--- src/hdl/pts_pkg.sv ---
// Shared constants and helpers for the process data scheduler ends.
package pts_pkg;
    localparam int          CLK_PERIOD_NS = 10;
    localparam int          MS_NS         = 1000000;
    localparam int          MS_CYC_DEF    = MS_NS / CLK_PERIOD_NS;
    localparam logic [15:0] SYNC_MS_DEF   = 16'h0032;
    localparam int          DW            = 32;
    localparam int          FIFO_DEPTH    = 8;
    // Transmission type codes.
    localparam logic [7:0]  TYPE_ACYC     = 8'h00;
    localparam logic [7:0]  TYPE_N_MIN    = 8'h01;
    localparam logic [7:0]  TYPE_N_MAX    = 8'hF0;
    localparam logic [7:0]  TYPE_ASYNC_A  = 8'hFE;
    localparam logic [7:0]  TYPE_ASYNC_B  = 8'hFF;
    // Controller register byte offsets.
    localparam logic [7:0]  A_CTRL        = 8'h00;
    localparam logic [7:0]  A_PERIOD      = 8'h04;
    localparam logic [7:0]  A_RXTYPE      = 8'h08;
    localparam logic [7:0]  A_RXDATA      = 8'h0C;
    localparam logic [7:0]  A_TXDATA      = 8'h10;
    localparam logic [7:0]  A_STATUS      = 8'h14;
    localparam int          CTRL_SYNC_EN  = 0;
    localparam int          ST_TX_NEW     = 0;
    localparam int          ST_RX_PEND    = 1;
    localparam logic        SYNC_EN_RST   = 1'b1;
    localparam logic [7:0]  RXTYPE_RST    = 8'hFF;

    function automatic logic is_async(input logic [7:0] t);
        return (t == TYPE_ASYNC_A) || (t == TYPE_ASYNC_B);
    endfunction

    function automatic logic is_cyclic(input logic [7:0] t);
        return (t >= TYPE_N_MIN) && (t <= TYPE_N_MAX);
    endfunction
endpackage

--- src/hdl/pts_if.sv ---
// Link between the network master end and the slave node end.
interface pts_if;
    logic        sync;     // SYNC message, one-cycle pulse
    logic        rx_valid; // Receive object frame, one-cycle pulse
    logic [31:0] rx_data;  // Receive object payload
    logic        tx_valid; // Transmit object frame, one-cycle pulse
    logic [31:0] tx_data;  // Transmit object payload

    modport master (output sync, output rx_valid, output rx_data,
                    input tx_valid, input tx_data);
    modport node   (input sync, input rx_valid, input rx_data,
                    output tx_valid, output tx_data);
endinterface

--- src/hdl/pts_node.sv ---
// Slave node end: applies receive objects and schedules transmit objects.
module pts_fifo #(
    parameter int W     = 32,
    parameter int DEPTH = 8
) (
    input  wire logic         hclk,      // Clock
    input  wire logic         hresetn,   // Async reset, active low
    input  wire logic         in_valid,  // Write request
    output logic              in_ready,  // Space available
    input  wire logic [W-1:0] in_data,   // Write data
    output logic              out_valid, // Data available
    input  wire logic         out_ready, // Read request
    output logic [W-1:0]      out_data   // Head word
);
    localparam int AW = $clog2(DEPTH);
    if (DEPTH < 2 || (1 << AW) != DEPTH) begin : g_chk
        $error("FIFO depth must be a power of two of at least 2");
    end
    logic [W-1:0] mem [DEPTH];
    logic [AW:0]  wp_q, wp_d, rp_q, rp_d;
    logic         push, pop;

    always_comb begin
        in_ready  = (wp_q - rp_q) != (AW+1)'(DEPTH);
        out_valid = wp_q != rp_q;
        out_data  = mem[rp_q[AW-1:0]];
        push      = in_valid && in_ready;
        pop       = out_valid && out_ready;
        wp_d      = push ? wp_q + 1'b1 : wp_q;
        rp_d      = pop ? rp_q + 1'b1 : rp_q;
    end

    always_ff @(posedge hclk) begin
        if (push) begin
            mem[wp_q[AW-1:0]] <= in_data;
        end
    end

    always_ff @(posedge hclk or negedge hresetn) begin
        if (!hresetn) begin
            wp_q <= '0;
            rp_q <= '0;
        end else begin
            wp_q <= wp_d;
            rp_q <= rp_d;
        end
    end
endmodule

module pts_node import pts_pkg::*; #(
    parameter int MS_CYCLES = MS_CYC_DEF
) (
    input  wire logic        hclk,         // Clock, 100 MHz
    input  wire logic        hresetn,      // Async reset, active low
    pts_if.node              lnk,          // Network link
    input  wire logic [7:0]  rx_type,      // Receive object transmission type
    input  wire logic [7:0]  tx_type,      // Transmit object transmission type
    input  wire logic [15:0] evt_ms,       // Event timer in ms
    input  wire logic [15:0] inh_ms,       // Inhibit timer in ms
    output logic [31:0]      app_rx_data,  // Applied receive value
    output logic             app_rx_apply, // Pulse when a value takes effect
    input  wire logic        app_tx_valid, // New mapped value offered
    output logic             app_tx_ready, // Mapped value accepted
    input  wire logic [31:0] app_tx_data   // Mapped value
);
    localparam int MW = $clog2(MS_CYCLES);
    if (MS_CYCLES < 2) begin : g_chk
        $error("MS_CYCLES must be at least 2");
    end

    logic [MW-1:0] ms_q, ms_d, ims_q, ims_d;
    logic          tick, itick;
    logic [31:0]   pend_q, pend_d, app_q, app_d, cur_q, cur_d, txd_q, txd_d;
    logic          pendv_q, pendv_d, apply_q, apply_d, chg_q, chg_d, txv_q, txv_d;
    logic [7:0]    nsync_q, nsync_d;
    logic [15:0]   evt_q, evt_d, inh_q, inh_d;
    logic          f_valid, f_pop, send, inh_done;
    logic [31:0]   f_data;

    // Staging the mapped values lets the application run ahead while the
    // scheduler is held back by SYNC, the inhibit timer or an unsent change.
    pts_fifo #(.W(DW), .DEPTH(FIFO_DEPTH)) u_fifo (
        .hclk      (hclk),
        .hresetn   (hresetn),
        .in_valid  (app_tx_valid),
        .in_ready  (app_tx_ready),
        .in_data   (app_tx_data),
        .out_valid (f_valid),
        .out_ready (f_pop),
        .out_data  (f_data)
    );

    always_comb begin
        tick     = ms_q == MW'(MS_CYCLES - 1);
        ms_d     = tick ? '0 : ms_q + 1'b1;
        inh_done = inh_q == 16'h0000;
        itick    = ims_q == MW'(MS_CYCLES - 1);
        // Receive side: sync types wait for SYNC, async types apply at once.
        pend_d   = pend_q;
        pendv_d  = pendv_q;
        app_d    = app_q;
        apply_d  = 1'b0;
        if (lnk.sync && pendv_q) begin
            app_d   = pend_q;
            apply_d = 1'b1;
            pendv_d = 1'b0;
        end
        if (lnk.rx_valid) begin
            if (is_async(rx_type)) begin
                app_d   = lnk.rx_data;
                apply_d = 1'b1;
            end else begin
                pend_d  = lnk.rx_data;
                pendv_d = 1'b1;
            end
        end
        // Transmit side scheduling.
        send    = 1'b0;
        nsync_d = nsync_q;
        if (tx_type == TYPE_ACYC) begin
            send = lnk.sync && chg_q;
        end else if (is_cyclic(tx_type) && lnk.sync) begin
            if (nsync_q + 8'h01 >= tx_type) begin
                send    = 1'b1;
                nsync_d = 8'h00;
            end else begin
                nsync_d = nsync_q + 8'h01;
            end
        end else if (is_async(tx_type)) begin
            if (evt_ms == 16'h0000) begin
                send = chg_q && inh_done;
            end else begin
                send = inh_done && (evt_q + 16'h0001 >= evt_ms) && tick;
            end
        end
        evt_d = evt_q;
        if (send) begin
            evt_d = 16'h0000;
        end else if (tick && evt_q != 16'hFFFF) begin
            evt_d = evt_q + 16'h0001;
        end
        // The inhibit timer keeps its own millisecond phase, restarted by each
        // send, so a tick already under way never cuts the silence short.
        inh_d = inh_q;
        ims_d = (send || itick) ? '0 : ims_q + 1'b1;
        if (send) begin
            inh_d = inh_ms;
        end else if (itick && !inh_done) begin
            inh_d = inh_q - 16'h0001;
        end
        txv_d = send;
        txd_d = send ? cur_q : txd_q;
        // Outside cyclic types, an unsent change holds the next word back so none is skipped.
        f_pop = f_valid && (!chg_q || send || is_cyclic(tx_type));
        cur_d = f_pop ? f_data : cur_q;
        chg_d = chg_q && !send;
        if (f_pop && f_data != cur_q) begin
            chg_d = 1'b1;
        end
    end

    always_ff @(posedge hclk or negedge hresetn) begin
        if (!hresetn) begin
            ms_q    <= '0;
            ims_q   <= '0;
            pend_q  <= '0;
            pendv_q <= 1'b0;
            app_q   <= '0;
            apply_q <= 1'b0;
            cur_q   <= '0;
            chg_q   <= 1'b0;
            txv_q   <= 1'b0;
            txd_q   <= '0;
            nsync_q <= 8'h00;
            evt_q   <= 16'h0000;
            inh_q   <= 16'h0000;
        end else begin
            ms_q    <= ms_d;
            ims_q   <= ims_d;
            pend_q  <= pend_d;
            pendv_q <= pendv_d;
            app_q   <= app_d;
            apply_q <= apply_d;
            cur_q   <= cur_d;
            chg_q   <= chg_d;
            txv_q   <= txv_d;
            txd_q   <= txd_d;
            nsync_q <= nsync_d;
            evt_q   <= evt_d;
            inh_q   <= inh_d;
        end
    end

    assign lnk.tx_valid = txv_q;
    assign lnk.tx_data  = txd_q;
    assign app_rx_data  = app_q;
    assign app_rx_apply = apply_q;
endmodule

--- src/flat_wrapper.sv ---
// flat-port wrapper written by rule: the top's interface ports become plain ports
module pts_node_flat import pts_pkg::*;
#(
    parameter int MS_CYCLES = MS_CYC_DEF
)
  (hclk, hresetn, rx_type, tx_type, evt_ms, inh_ms, app_rx_data, app_rx_apply, app_tx_valid, app_tx_ready, app_tx_data, lnk_sync, lnk_rx_valid, lnk_rx_data, lnk_tx_valid, lnk_tx_data);
  pts_if lnk_i ();
  input  wire logic hclk;
  input  wire logic hresetn;
  input  wire logic [7:0] rx_type;
  input  wire logic [7:0] tx_type;
  input  wire logic [15:0] evt_ms;
  input  wire logic [15:0] inh_ms;
  output logic [31:0] app_rx_data;
  output logic app_rx_apply;
  input  wire logic app_tx_valid;
  output logic app_tx_ready;
  input  wire logic [31:0] app_tx_data;
  input wire logic [$bits(lnk_i.sync)-1:0] lnk_sync;
  input wire logic [$bits(lnk_i.rx_valid)-1:0] lnk_rx_valid;
  input wire logic [$bits(lnk_i.rx_data)-1:0] lnk_rx_data;
  output wire logic [$bits(lnk_i.tx_valid)-1:0] lnk_tx_valid;
  output wire logic [$bits(lnk_i.tx_data)-1:0] lnk_tx_data;
  assign lnk_i.sync = lnk_sync;
  assign lnk_i.rx_valid = lnk_rx_valid;
  assign lnk_i.rx_data = lnk_rx_data;
  assign lnk_tx_valid = lnk_i.tx_valid;
  assign lnk_tx_data = lnk_i.tx_data;
  pts_node #(.MS_CYCLES(MS_CYCLES)) u_core (.hclk(hclk), .hresetn(hresetn), .lnk(lnk_i), .rx_type(rx_type), .tx_type(tx_type), .evt_ms(evt_ms), .inh_ms(inh_ms), .app_rx_data(app_rx_data), .app_rx_apply(app_rx_apply), .app_tx_valid(app_tx_valid), .app_tx_ready(app_tx_ready), .app_tx_data(app_tx_data));
endmodule
--- config.mk ---
export PLATFORM = sky130hd
export DESIGN_NAME = pts_node_flat
export DESIGN_NICKNAME = d
export VERILOG_FILES = /design/src/hdl/pts_pkg.sv /design/src/hdl/pts_if.sv /design/src/hdl/pts_node.sv /design/src/flat_wrapper.sv
export SDC_FILE = /design/constraint.sdc
export NUM_CORES = 1
export LEC_CHECK = 0
export BUFFER_PORTS_ARGS = -buffer_cell sky130_fd_sc_hd__buf_2
export CORE_MARGIN = 2
export CORE_UTILIZATION = 23
export CTS_BUF_LIST = sky130_fd_sc_hd__clkbuf_4 sky130_fd_sc_hd__clkbuf_8 sky130_fd_sc_hd__clkbuf_16
export DETAILED_ROUTE_END_ITERATION = 8
export GPL_TIMING_DRIVEN = 0
export SYNTH_ARGS = -nofsm -noshare
export SYNTH_HDL_FRONTEND = slang
export SYNTH_SLANG_ARGS = --single-unit
--- constraint.sdc ---
create_clock -name hclk -period 14.2 [get_ports hclk]
set_input_delay 0 -clock hclk [delete_from_list [all_inputs] [get_ports hclk]]
set_output_delay 0 -clock hclk [all_outputs]
set_load 0.1 [all_outputs]
After elaboration in Yosys (flattened, before gate mapping). Memories as Yosys holds them, arrays and structs flattened. Cells that the tools add are included. Widths: inputs -> output; s select.

RAM bits: 256. Output and inout port bits: 67. Memories: 1. Flip-flop bits (word level): 214. Word-level logic and storage cells: 93.

Memories: u_core.u_fifo.mem (words 8, bits a word 32, read ports 1, clocked after Yosys merged registers in 0, wr ports 1, line pts_node.sv:19) `logic [W-1:0] mem [DEPTH];`.

Bitwise operators: 2. Add/sub/neg operators: 8. Reductions and logical operators: 29. Muxes and demuxes: 24. Eq/ne operators: 10. $lt $le $gt $ge: 4.

Operators with widths (count): $mux 32 (3); $mux 16 (4); $add 17x1->17 const B (2); $eq 17x17->1 const B (2); $mux 17 (2); $eq 8x8->1 const B (4); $logic_not 16->1 (2); $ne 32x32->1 (1); $add 16x1->16 const B (1); $ge 16x16->1 (1); $ne 16x16->1 const B (1); $sub 16x1->16 const B (1); $logic_and 1x1->1 (14); $mux 1 (14); $add 4x1->4 const B (2); $add 8x1->8 const B (1); $ge 8x1->1 const B (1); $ge 8x8->1 (1); $le 8x8->1 const B (1); $logic_not 8->1 (1); $mux 8 (1); $logic_or 1x1->1 (5); $ne 4x4->1 (1); $ne 4x4->1 const B (1); 5 further kinds (10).

Longest topological paths before layout. Gate-level depths: netlist of run 1.

Word-level depth: 13. Depth in mapped cells: 19. Mapped depth without buffers: 16.

Modules after synthesis. From an unflattened synthesis of run 1, not the netlist that was laid out.

Cell total of the unflattened synthesis: 1398. Area, all modules: 20538.4 µm².

By module, submodules not included: pts_node (instances 1, area an instance 10361.2 µm², cells an instance 903, seq. area each 5154.9 µm²); pts_fifo (instances 1, area an instance 10177.3 µm², cells an instance 495, seq. area each 7887.6 µm²).

Least setup slack after synthesis of run 1. Ideal clock, no wire load.

Path type: flip-flop to flip-flop. From: register u_core.u_fifo.rp_q[1]. To: memory u_core.u_fifo.mem[0][0], enable pin. Path slack: 7971 ps. Library setup time: 461 ps. Buffers on the path: 4. Period minus slack after synthesis: 6229 ps. Arrival: 5768 ps. Stages on the path, launching flop included: 14. Data required time: 13739 ps. Cells stage by stage: dfrtp_1 > buf_2 > buf_2 > buf_2 > buf_1 > inv_1 > ha_1 > a21o_1 > nand3_1 > o31ai_1 > nand3_1 > nand2_1 > or2_2 > nor3_1.

Cells in the longest elaborated chain, start to end: 5.

RTL lines: from (decl) (line pts_node.sv:20) `logic [AW:0] wp_q, wp_d, rp_q, rp_d;`; from (signal assigned) (line pts_node.sv:45) `rp_q <= rp_d;`; $sub 4x4->4 (line pts_node.sv:24) `in_ready = (wp_q - rp_q) != (AW+1)'(DEPTH);`; $ne 4x4->1 (line pts_node.sv:24); via app_tx_ready (line flat_wrapper.sv:17) `output logic app_tx_ready;`; $logic_and 1x1->1 (line pts_node.sv:27) `push = in_valid && in_ready;`; $mux 1 (line pts_node.sv:34) `if (push) begin`; $mux 1 (not written as such) (line pts_node.sv:35) `mem[wp_q[AW-1:0]] <= in_data;`; to (decl) (line pts_node.sv:19).

The timed path passes the listed nets, and every way through them passes these cells.

Worst setup path after layout of run 1.
From: register u_core.u_fifo.rp_q[1]. To: memory u_core.u_fifo.mem[0][7], enable pin.

Cells in the longest elaborated chain, start to end: 5.

RTL lines (line): $sub 4x4->4 (pts_node.sv:24); $ne 4x4->1 (pts_node.sv:24); $logic_and 1x1->1 (pts_node.sv:27); $mux 1 (pts_node.sv:34); $mux 1 (not written as such) (pts_node.sv:35).

Every way passes these cells.

==> impl_metrics.yaml, run 1 <==
synth:
  synthDistinctLibCells: 57
  avgSynthCellArea_um2: 14.80
  ys.flop_type: "edfxtp_1"
  synth_edf_count: 256
  synth_seq_cells: 470
  seq_area_frac_synth: 0.6470
  yosysWarnings: 0
  syn_nets: 1513
  synth_cells: 1362
  synth-async-reset-ratio: 0.4553
  synthesis.area_um2: 20160
routing:
  antenna_left: 0
  first_iter_violations: 724
  drc: 0
  num_vias: 12250
  routed_wl_um: 49910
  via_per_inst: 4.232
  firstDrtPassIters: 5
  avgRoutedWirePerCell_um: 17.24
clocking:
  cts_tree: "built"
  cts.htree.levels: 2
  ctsRootBufferMaster: "clkbuf_16"
  postCtsResizedCells: 0
  cts-hold-fix-buffers: 86
  clk_pin_slew_ns: 0.06
  cts_buffers: 52
  clock-sinks: 470
  clock_latency_ns: 0.62
  cts.path.max_buffers: 3
  cts_setup_buffers: 0
setup_path:
  timing.rr.end: "u_core.u_fifo.mem[0][7]$_DFFE_PP_"
  cp-end-kind: "flip-flop"
  start_kind: "flip-flop"
  crit_required_ns: 14.51
  reg2reg_from: "u_core.u_fifo.rp_q[1]$_DFFE_PN0P_"
  reg2regPathDepth: 15
  path_class: "flip-flop to flip-flop"
  crit_fanout: 10
  rrSetupSlack_ns: 9.27
  arrival_ns: 5.24
  critPathLaunch: "u_core.u_fifo.rp_q[1]$_DFFE_PN0P_"
timing:
  max_slew_margin: 0.3582
  skew_ns: 0.04163
  grt_setup_unrepaired: "no"
  worst_slew_pin_slew_ns: 0.9627
  drv_slew: 0
  max_clock_freq_ghz: 0.2029
  period_minus_slack_ns: 4.929
  period_share: 0.3471
  fin_setup_tns_ns: 0
  setup_viol: 0
  finalHoldViolCount: 0
grt:
  globalRouteOverflowTotal: 0
  grt_pass1_wl_um: 76580
  antenna_found_initial: 7
  grt_usage: 0.1103
  grt_pass1_vias: 12910
  grt_max_degree: 118
power_and_ir_drop:
  powerDensity_nw_per_um2: 214.1
  ir_drop_mv: 0.1270
  p_leak_nw: 10.15
cells_and_area:
  stdcell_count: 2895
  final_cell_mix: "edfxtp_1, dfrtp_1, buf_2"
  nFillCells: 8706
  nNetsFinal: 1848
  drive_gt1_frac: 0.2791
  syn_to_final_growth_pct: 26.92
  layout.cells.most_common: "edfxtp_1"
  post-route-util: 0.2949
floorplan:
  start_util: 0.2324
  rows: 108
  ioPinCount: 184
  dieArea_um2: 90030
  fp.dieH_um: 300.0
  core_um2: 86750
  die_width_um: 300.0
place:
  dp_hpwl_um: 35860
  dp_cells: 2712
  gp_congestion: 0.7918
  portBuffers: 182
run_status:
  outcome: "finished clean"
hold_path:
  hold_path_class: "input port to asynchronous set/reset pin"
job:
  drv_cap: 0
[metal layers]
metal | routed length [µm] | global-route usage | part of all wire
met1 | 21860 | 0.1419 | 0.44
met2 | 24180 | 0.1853 | 0.48
met3 | 2755 | 0.02580 | 0.055
met4 | 1058 | 0.03060 | 0.021
met5 | 53 | 0 | 0.0011
[cells in the mapped netlist, drive strengths merged (16+ instances only)]
cell / n / area share
mux2: 120 / 0.067
mux4: 40 / 0.045
and3: 18 / 0.0056
clkbuf: 23 / 0.0043
mux2i: 83 / 0.041
inv: 35 / 0.0065
edfxtp: 256 / 0.38
a21oi: 45 / 0.011
nand3: 28 / 0.0070
nor2: 120 / 0.022
xor2: 74 / 0.032
nand2: 56 / 0.011
buf: 31 / 0.0095
a221oi: 24 / 0.010
ha: 34 / 0.021
nor4: 16 / 0.0057
xnor2: 43 / 0.019
dfrtp: 214 / 0.27
[stage by stage]
step	worst slack, ns	cell area (µm²)	total power, mW	hold WS, ns
finish	9.271	25580	5.478	0.01394
global route	8.916	25580	5.771	0.06501
CTS	9.169	25580	5.551	0.005649
detailed placement	9.199	22820	4.047	0.08660
global placement	5.913	22510	3.962	0.2356
floorplan	7.971	20160	3.438	-0.2956
[state kept, by name, summed over array words and instances (netlist names)]
name	count
u_core.nsync_q	8
u_core.pend_q	32
u_core.u_fifo.wp_q	4
u_core.ims_q	17
u_core.u_fifo.mem	256
u_core.u_fifo.rp_q	4
u_core.chg_q	1
u_core.lnk.tx_data	32
u_core.ms_q	17
u_core.evt_q	16
u_core.app_rx_apply	1
u_core.cur_q	32
u_core.pendv_q	1
u_core.inh_q	16
u_core.lnk.tx_valid	1
u_core.app_rx_data	32
[how the worst max path moves through the flow]
| stage | slack (ns) | end |
|---|---|---|
| 2_1_floorplan | 7.97 | u_core.u_fifo.mem[0][0]$_DFFE_PP_ |
| 3_3_place_gp | 5.91 | u_core.u_fifo.mem[0][7]$_DFFE_PP_ |
| 3_5_place_dp | 9.20 | u_core.u_fifo.mem[0][7]$_DFFE_PP_ |
| 4_1_cts | 9.17 | u_core.u_fifo.mem[0][7]$_DFFE_PP_ |
| 5_1_grt | 8.92 | u_core.u_fifo.mem[0][7]$_DFFE_PP_ |
| 6_report | 9.27 | u_core.u_fifo.mem[0][7]$_DFFE_PP_ |
[layout make-up]
type	instances	area, µm²	area share
repair buffers	281	2019	0.07893
flip-flops and latches	470	13040	0.5098
inverters	35	131.4	0.005135
well taps	1155	1445	0.05648
diodes	2	5.005	0.0001956
multi-input cells	803	6761	0.2643
clock buffers	70	1516	0.05927
clock inverters	25	385.4	0.01506
plain buffers	54	277.8	0.01086
[where the power goes]
part	internal, mW	leakage (nW)	switching (mW)
clock	0.898	0.941	0.567
sequential	1.77	4.92	0.214
combinational	0.713	4.28	1.31
total	3.38	10.1	2.09
[critical path: stages, from the launching register on]
cell and delay (ns):
dfrtp_1 0.41, buf_2 0.34, buf_2 0.39, buf_2 0.42
buf_1 0.60, inv_1 0.10, ha_1 0.34, a21o_1 0.18
nand3_1 0.08, o31ai_1 0.06, nand3_1 0.16, nand2_1 0.13
or2_2 0.39, nor3_2 0.53, buf_8 0.24, buf_4 0.21
[cell families after synthesis]
family | count (synthesis) | synth area share
AND/OR/NAND/NOR | 300 | 0.07095
XOR/XNOR | 117 | 0.05083
flip-flops | 470 | 0.6470
adder cells (fa/ha/maj) | 34 | 0.02110
buffers and inverters | 89 | 0.02030
AO/OA/AOI/OAI | 109 | 0.03687
multiplexers | 243 | 0.1529
Power figures use the tool's default switching activity.
==> run 2: changes to the inputs <==
- ABC_AREA: unset -> 1
- clock period: 14.2 -> 4.1 ns (I/O delays scaled with it)
==> impl_metrics.yaml, run 2 <==
cells_and_area:
  post-route-util: 0.2893
  drive_gt1_frac: 0.1467
  nFillCells: 9579
  nNetsFinal: 2679
  final_cell_mix: "nand2_1, nor2_1, edfxtp_1"
  syn_to_final_growth_pct: 24.61
  layout.cells.most_common: "nand2_1"
  stdcell_count: 3758
  largest_reg_flops: 256
setup_path:
  crit_fanout: 10
  path_class: "flip-flop to flip-flop"
  timing.rr.end: "u_core.cur_q[22]$_DFFE_PN0P_"
  cp-end-kind: "flip-flop"
  start_kind: "flip-flop"
  reg2reg_from: "u_core.evt_q[0]$_DFFE_PN0P_"
  crit_required_ns: 4.58
  arrival_ns: 4.25
  rrSetupSlack_ns: 0.33
  reg2regPathDepth: 26
synth:
  synth_seq_cells: 470
  yosysWarnings: 0
  syn_nets: 2353
  synth_edf_count: 256
  yosysTopAreaCellShare: 0.3613
  synth_commonest_cells: "nand2_1, nor2_1, edfxtp_1"
  synthDistinctLibCells: 43
  synth_area_leaders: "edfxtp_1, dfrtp_1, nand2_1, nor2_1, o21ai_0"
  avgSynthCellArea_um2: 9.663
  ys.flop_type: "edfxtp_1"
  seq_area_frac_synth: 0.6130
  synth.most_common_cell: "nand2_1"
  synthesis.area_um2: 21280
  yosysTopAreaCell: "edfxtp_1"
  synth-async-reset-ratio: 0.4553
  synth_cells: 2202
place:
  portBuffers: 181
  dp_hpwl_um: 44010
  gp_congestion: 0.8107
  dp_cells: 3571
run_status:
  outcome: "complete, but fails checks"
  violations: "negative hold slack"
timing:
  max_clock_freq_ghz: 0.2653
  period_minus_slack_ns: 3.769
  skew_ns: 0.04565
  hold_slack_ns: -0.007787
  max_slew_margin: 0.1324
  worst_slew_pin_slew_ns: 1.298
  setup_viol: 0
  period_share: 0.9192
  finalHoldViolCount: 2
  drv_slew: 0
clocking:
  clock_latency_ns: 0.63
  cts.path.max_buffers: 3
  cts_buffers: 51
  ctsRootBufferMaster: "clkbuf_16"
  clk_pin_slew_ns: 0.06
  cts.htree.levels: 2
  clock-sinks: 470
  cts_tree: "built"
routing:
  via_per_inst: 4.372
  first_iter_violations: 1429
  routed_wl_um: 62860
  antenna_left: 0
  firstDrtPassIters: 5
  drc: 0
  num_vias: 16430
  avgRoutedWirePerCell_um: 16.73
floorplan:
  ioPinCount: 184
  fp.dieH_um: 308.2
  start_util: 0.2321
  dieArea_um2: 94960
  core_um2: 91660
  die_width_um: 308.2
  rows: 111
power_and_ir_drop:
  p_leak_nw: 11.42
  powerDensity_nw_per_um2: 743.0
  ir_drop_mv: 0.3655
  total_power_mw: 19.70
grt:
  grt_max_degree: 86
  globalRouteOverflowTotal: 0
  antenna_found_initial: 6
  grt_usage: 0.1317
  grt_pass1_wl_um: 95630
  grt_pass1_vias: 16010
hold_path:
  hold_path_class: "input port to asynchronous set/reset pin"
job:
  drv_cap: 0
-- run 2: worst max-delay path by stage --
stage | start | end | slack (ns) | depth (start not counted)
3_3_place_gp | hresetn | u_core.pend_q[4]$_DFFE_PN0P_ | -0.99 | 1
6_report | u_core.evt_q[0]$_DFFE_PN0P_ | u_core.cur_q[22]$_DFFE_PN0P_ | 0.33 | 26
2_1_floorplan | u_core.u_fifo.rp_q[1]$_DFFE_PN0P_ | u_core.u_fifo.mem[7][0]$_DFFE_PP_ | 0.002 | 10
3_5_place_dp | u_core.evt_q[0]$_DFFE_PN0P_ | u_core.ims_q[9]$_DFF_PN0_ | 0.10 | 24
5_1_grt | u_core.evt_q[0]$_DFFE_PN0P_ | u_core.ims_q[0]$_DFF_PN0_ | -0.05 | 24
4_1_cts | u_core.evt_q[0]$_DFFE_PN0P_ | u_core.ims_q[0]$_DFF_PN0_ | 0.08 | 24
-- run 2: worst max-delay path, stage by stage, from the launching register on --
cell	delay, ns
dfrtp_1	0.43
ha_1	0.21
nand2_1	0.08
nor2_1	0.09
nand2_1	0.12
nor3_2	0.18
nand3_1	0.18
nor2_1	0.21
xor2_1	0.16
inv_1	0.07
ha_1	0.27
nand4_1	0.13
nor2_2	0.18
nand2_1	0.07
inv_1	0.05
nand2_1	0.07
nand2_1	0.08
nand2_1	0.06
nand2_1	0.08
nand2_1	0.10
nand2_1	0.10
nand2_2	0.10
nand3_4	0.19
nand2_4	0.14
buf_6	0.18
nand2_1	0.06
nand2_1	0.05
-- run 2: final cells by class --
cell class / count / area (µm²) / share of cell area
Clock inverter: 28 / 320.3 / 0.01208
Sequential cell: 470 / 13040 / 0.4919
Antenna cell: 2 / 5.005 / 0.0001888
Inverter: 201 / 754.5 / 0.02845
Timing Repair Buffer: 273 / 1882 / 0.07097
Clock buffer: 67 / 1415 / 0.05337
Tap cell: 1186 / 1484 / 0.05596
Buffer: 96 / 465.4 / 0.01755
Multi-Input combinational cell: 1435 / 7147 / 0.2695
-- run 2: kinds of logic after synthesis --
group	after synthesis	share of synthesized area
simple gates	1026	0.1985
fa+ha+maj	34	0.01999
flops	470	0.6130
xor+xnor	41	0.01688
compound gates	302	0.07891
mux	32	0.01694
buf+inv	297	0.05580
-- run 2: through the flow --
| stage | TNS, ns | cell area (µm²) | hold WS, ns | setup WS [ns] |
|---|---|---|---|---|
| after CTS | 0 | 26450 | 0.009306 | 0.08075 |
| after global routing | -0.8195 | 26520 | 0.03161 | -0.05020 |
| after floorplan | 0 | 21370 | -0.2956 | 0.001826 |
| after detailed placement | 0 | 23830 | 0.002308 | 0.1039 |
| final | 0 | 26520 | -0.007787 | 0.3311 |
| after global placement | -208.23 | 23760 | 0.2516 | -0.9926 |
-- run 2: what timing repair did --
action | in CTS | in global routing
buffers inserted | 0 | 3
hold buffers | 87 | 0
hold endpoints to repair | 553 | 0
resized for setup | 0 | 12
endpoints found under the setup margin | 0 | 119
-- run 2: layer usage --
metal / track usage / wire length [µm] / up-vias / part of all wire
met5: 0 / 53 / - / 0.00084
met4: 0.03505 / 1503 / 8 / 0.024
met3: 0.02920 / 4267 / 104 / 0.068
met2: 0.2091 / 28270 / 463 / 0.45
met1: 0.1804 / 28770 / 7858 / 0.46
li1: - / - / 7998 / -
-- run 2: report_power, final --
part	total, mW	leakage, nW	internal, mW	switching (mW)
registers	6.79	4.95	6.15	0.636
logic	8.15	5.60	2.13	6.01
clock network	4.77	0.864	2.77	2.00
total	19.7	11.4	11.1	8.65
==> run 3: changes to the inputs <==
- clock period: 4.1 -> 3.4 ns (I/O delays scaled with it)
==> impl_metrics.yaml, run 3 (synthesis results as in run 2) <==
run_status:
  outcome: "complete, but fails checks"
  violations: "negative setup slack"
cells_and_area:
  fin_area_um2: 28430
  largest_reg_flops: 256
  layout.cells.most_common: "nand2_1"
  drive_gt1_frac: 0.2327
  final_cell_mix: "nand2_1, nor2_1, edfxtp_1"
  area.sequential_um2: 13040
  stdcell_count: 3821
  nNetsFinal: 2744
  multi_input_area_um2: 8048
  nFillCells: 9283
  post-route-util: 0.3101
  syn_to_final_growth_pct: 33.59
setup_path:
  critPathTopFamily: "simple AND/OR/NAND/NOR gates"
  path_buf_inv: 6
  start_kind: "flip-flop"
  path_common_cell: "nand2_2"
  crit_required_ns: 3.88
  path_class: "flip-flop to flip-flop"
  crit_cells: 26
  crit_fanout: 5
  cpMaxStageDelayCell: "dfrtp_1"
  reg2regPathDepth: 26
  cpPeakStageDelay_ns: 0.40
  arrival_ns: 4.10
  reg2reg_from: "u_core.evt_q[1]$_DFFE_PN0P_"
  timing.rr.end: "u_core.ims_q[13]$_DFF_PN0_"
  cp-end-kind: "flip-flop"
  rrSetupSlack_ns: -0.22
power_and_ir_drop:
  p_leak_nw: 12.21
  clock_power_share: 0.231
  swShare: 0.4431
  p_comb_frac: 0.441
  powerDensity_nw_per_um2: 893.5
  p_seq_frac: 0.327
  total_power_mw: 25.40
  p_switching_mw: 11.26
  ir_drop_mv: 0.4662
  p_int_mw: 14.14
floorplan:
  rows: 111
  die_width_um: 308.2
  core_um2: 91660
  ioPinCount: 184
  start_util: 0.2321
  dieArea_um2: 94960
  fp.dieH_um: 308.2
grt:
  grt_usage: 0.1362
  grt_pass1_vias: 16610
  globalRouteOverflowTotal: 0
  grt_max_degree: 81
  antenna_found_initial: 5
  grt_pass1_wl_um: 98710
clocking:
  ctsRootBufferMaster: "clkbuf_16"
  clock-sinks: 470
  cts_buffers: 51
  cts.htree.levels: 2
  clock_latency_ns: 0.62
  cts.path.max_buffers: 3
  clk_pin_slew_ns: 0.06
  cts_tree: "built"
timing:
  setup_viol: 117
  max_slew_margin: 0.4123
  fin_ws_ns: -0.2223
  period_share: 1.065
  skew_ns: 0.04097
  worst_slew_pin_slew_ns: 0.8794
  grt_setup_unrepaired: "yes"
  period_minus_slack_ns: 3.622
  drv_slew: 0
  hold_slack_ns: 0.01212
  fin_setup_tns_ns: -14.03
  max_clock_freq_ghz: 0.2761
  finalHoldViolCount: 0
place:
  dp_slack_ns: -0.5828
  gp_congestion: 0.8079
  dp_cells: 3571
  portBuffers: 181
  dp_hpwl_um: 44200
  placed_cell_area_um2: 23860
hold_path:
  hold_path_class: "input port to asynchronous set/reset pin"
routing:
  antenna_left: 0
  first_iter_violations: 1388
  via_per_inst: 4.460
  avgRoutedWirePerCell_um: 17.70
  firstDrtPassIters: 5
  drc: 0
  num_vias: 17040
  routed_wl_um: 67630
job:
  drv_cap: 0
-- run 3: worst register-to-register path, cell delays in order (launching register included) --
cell and delay (ns):
dfrtp_1 0.40, ha_2 0.22, nand2_2 0.06, nor2_2 0.10, nand2_2 0.09, nor3_4 0.19
nand3_4 0.14, nor2_4 0.13, xor2_1 0.16, inv_1 0.10, ha_4 0.27, nand4_1 0.12
nor2_2 0.18, nand2_1 0.07, inv_1 0.06, nand2_2 0.06, nand2_1 0.06, nand2_1 0.06
nand2_2 0.10, nand2_4 0.07, buf_6 0.13, a21oi_4 0.25, buf_6 0.15, nor2_4 0.04
inv_2 0.12, buf_6 0.13, nor2_2 0.04
-- run 3: layout make-up --
cell class | count | share of cell area
flip-flops and latches | 470 | 0.4588
multi-input cells | 1444 | 0.2831
repair buffers | 331 | 0.09437
well taps | 1186 | 0.05220
clock buffers | 64 | 0.04965
inverters | 201 | 0.02672
plain buffers | 94 | 0.02201
clock inverters | 30 | 0.01303
diodes | 1 | 0.00008803
-- run 3: repair_timing --
item,CTS,global route
gates resized for setup,209,121
hold buffers,85,1
endpoints found under the setup margin,376,376
buffers inserted,44,5
pin swaps,42,53
hold endpoints to repair,555,1
gates cloned,16,9
-- run 3: per-layer routing --
layer | routed length (µm) | part of all wire | global-route usage
met1 | 28840 | 0.43 | 0.1732
met5 | 62 | 0.00092 | 0
met2 | 31140 | 0.46 | 0.2217
met3 | 5231 | 0.077 | 0.03724
met4 | 2360 | 0.035 | 0.04833
-- run 3: power by group through the flow --
stage / combinational (mW) / clock (mW) / sequential (mW)
finish: 11.2 / 5.87 / 8.32
global route: 12.2 / 6.20 / 8.46
global placement: 9.62 / 0 / 8.25
floorplan: 5.22 / 0 / 9.74
detailed placement: 9.74 / 0 / 8.27
CTS: 10.7 / 5.98 / 8.22
-- run 3: how the worst max path moves through the flow --
stage	start	to	slack, ns
after CTS	u_core.evt_q[1]$_DFFE_PN0P_	u_core.ims_q[13]$_DFF_PN0_	-0.21
after global routing	u_core.evt_q[1]$_DFFE_PN0P_	u_core.cur_q[16]$_DFFE_PN0P_	-0.41
after detailed placement	u_core.evt_q[0]$_DFFE_PN0P_	u_core.ims_q[9]$_DFF_PN0_	-0.58
after global placement	hresetn	u_core.pend_q[4]$_DFFE_PN0P_	-1.69
after floorplan	u_core.u_fifo.rp_q[2]$_DFFE_PN0P_	u_core.u_fifo.mem[7][0]$_DFFE_PP_	-0.62
final	u_core.evt_q[1]$_DFFE_PN0P_	u_core.ims_q[13]$_DFF_PN0_	-0.22
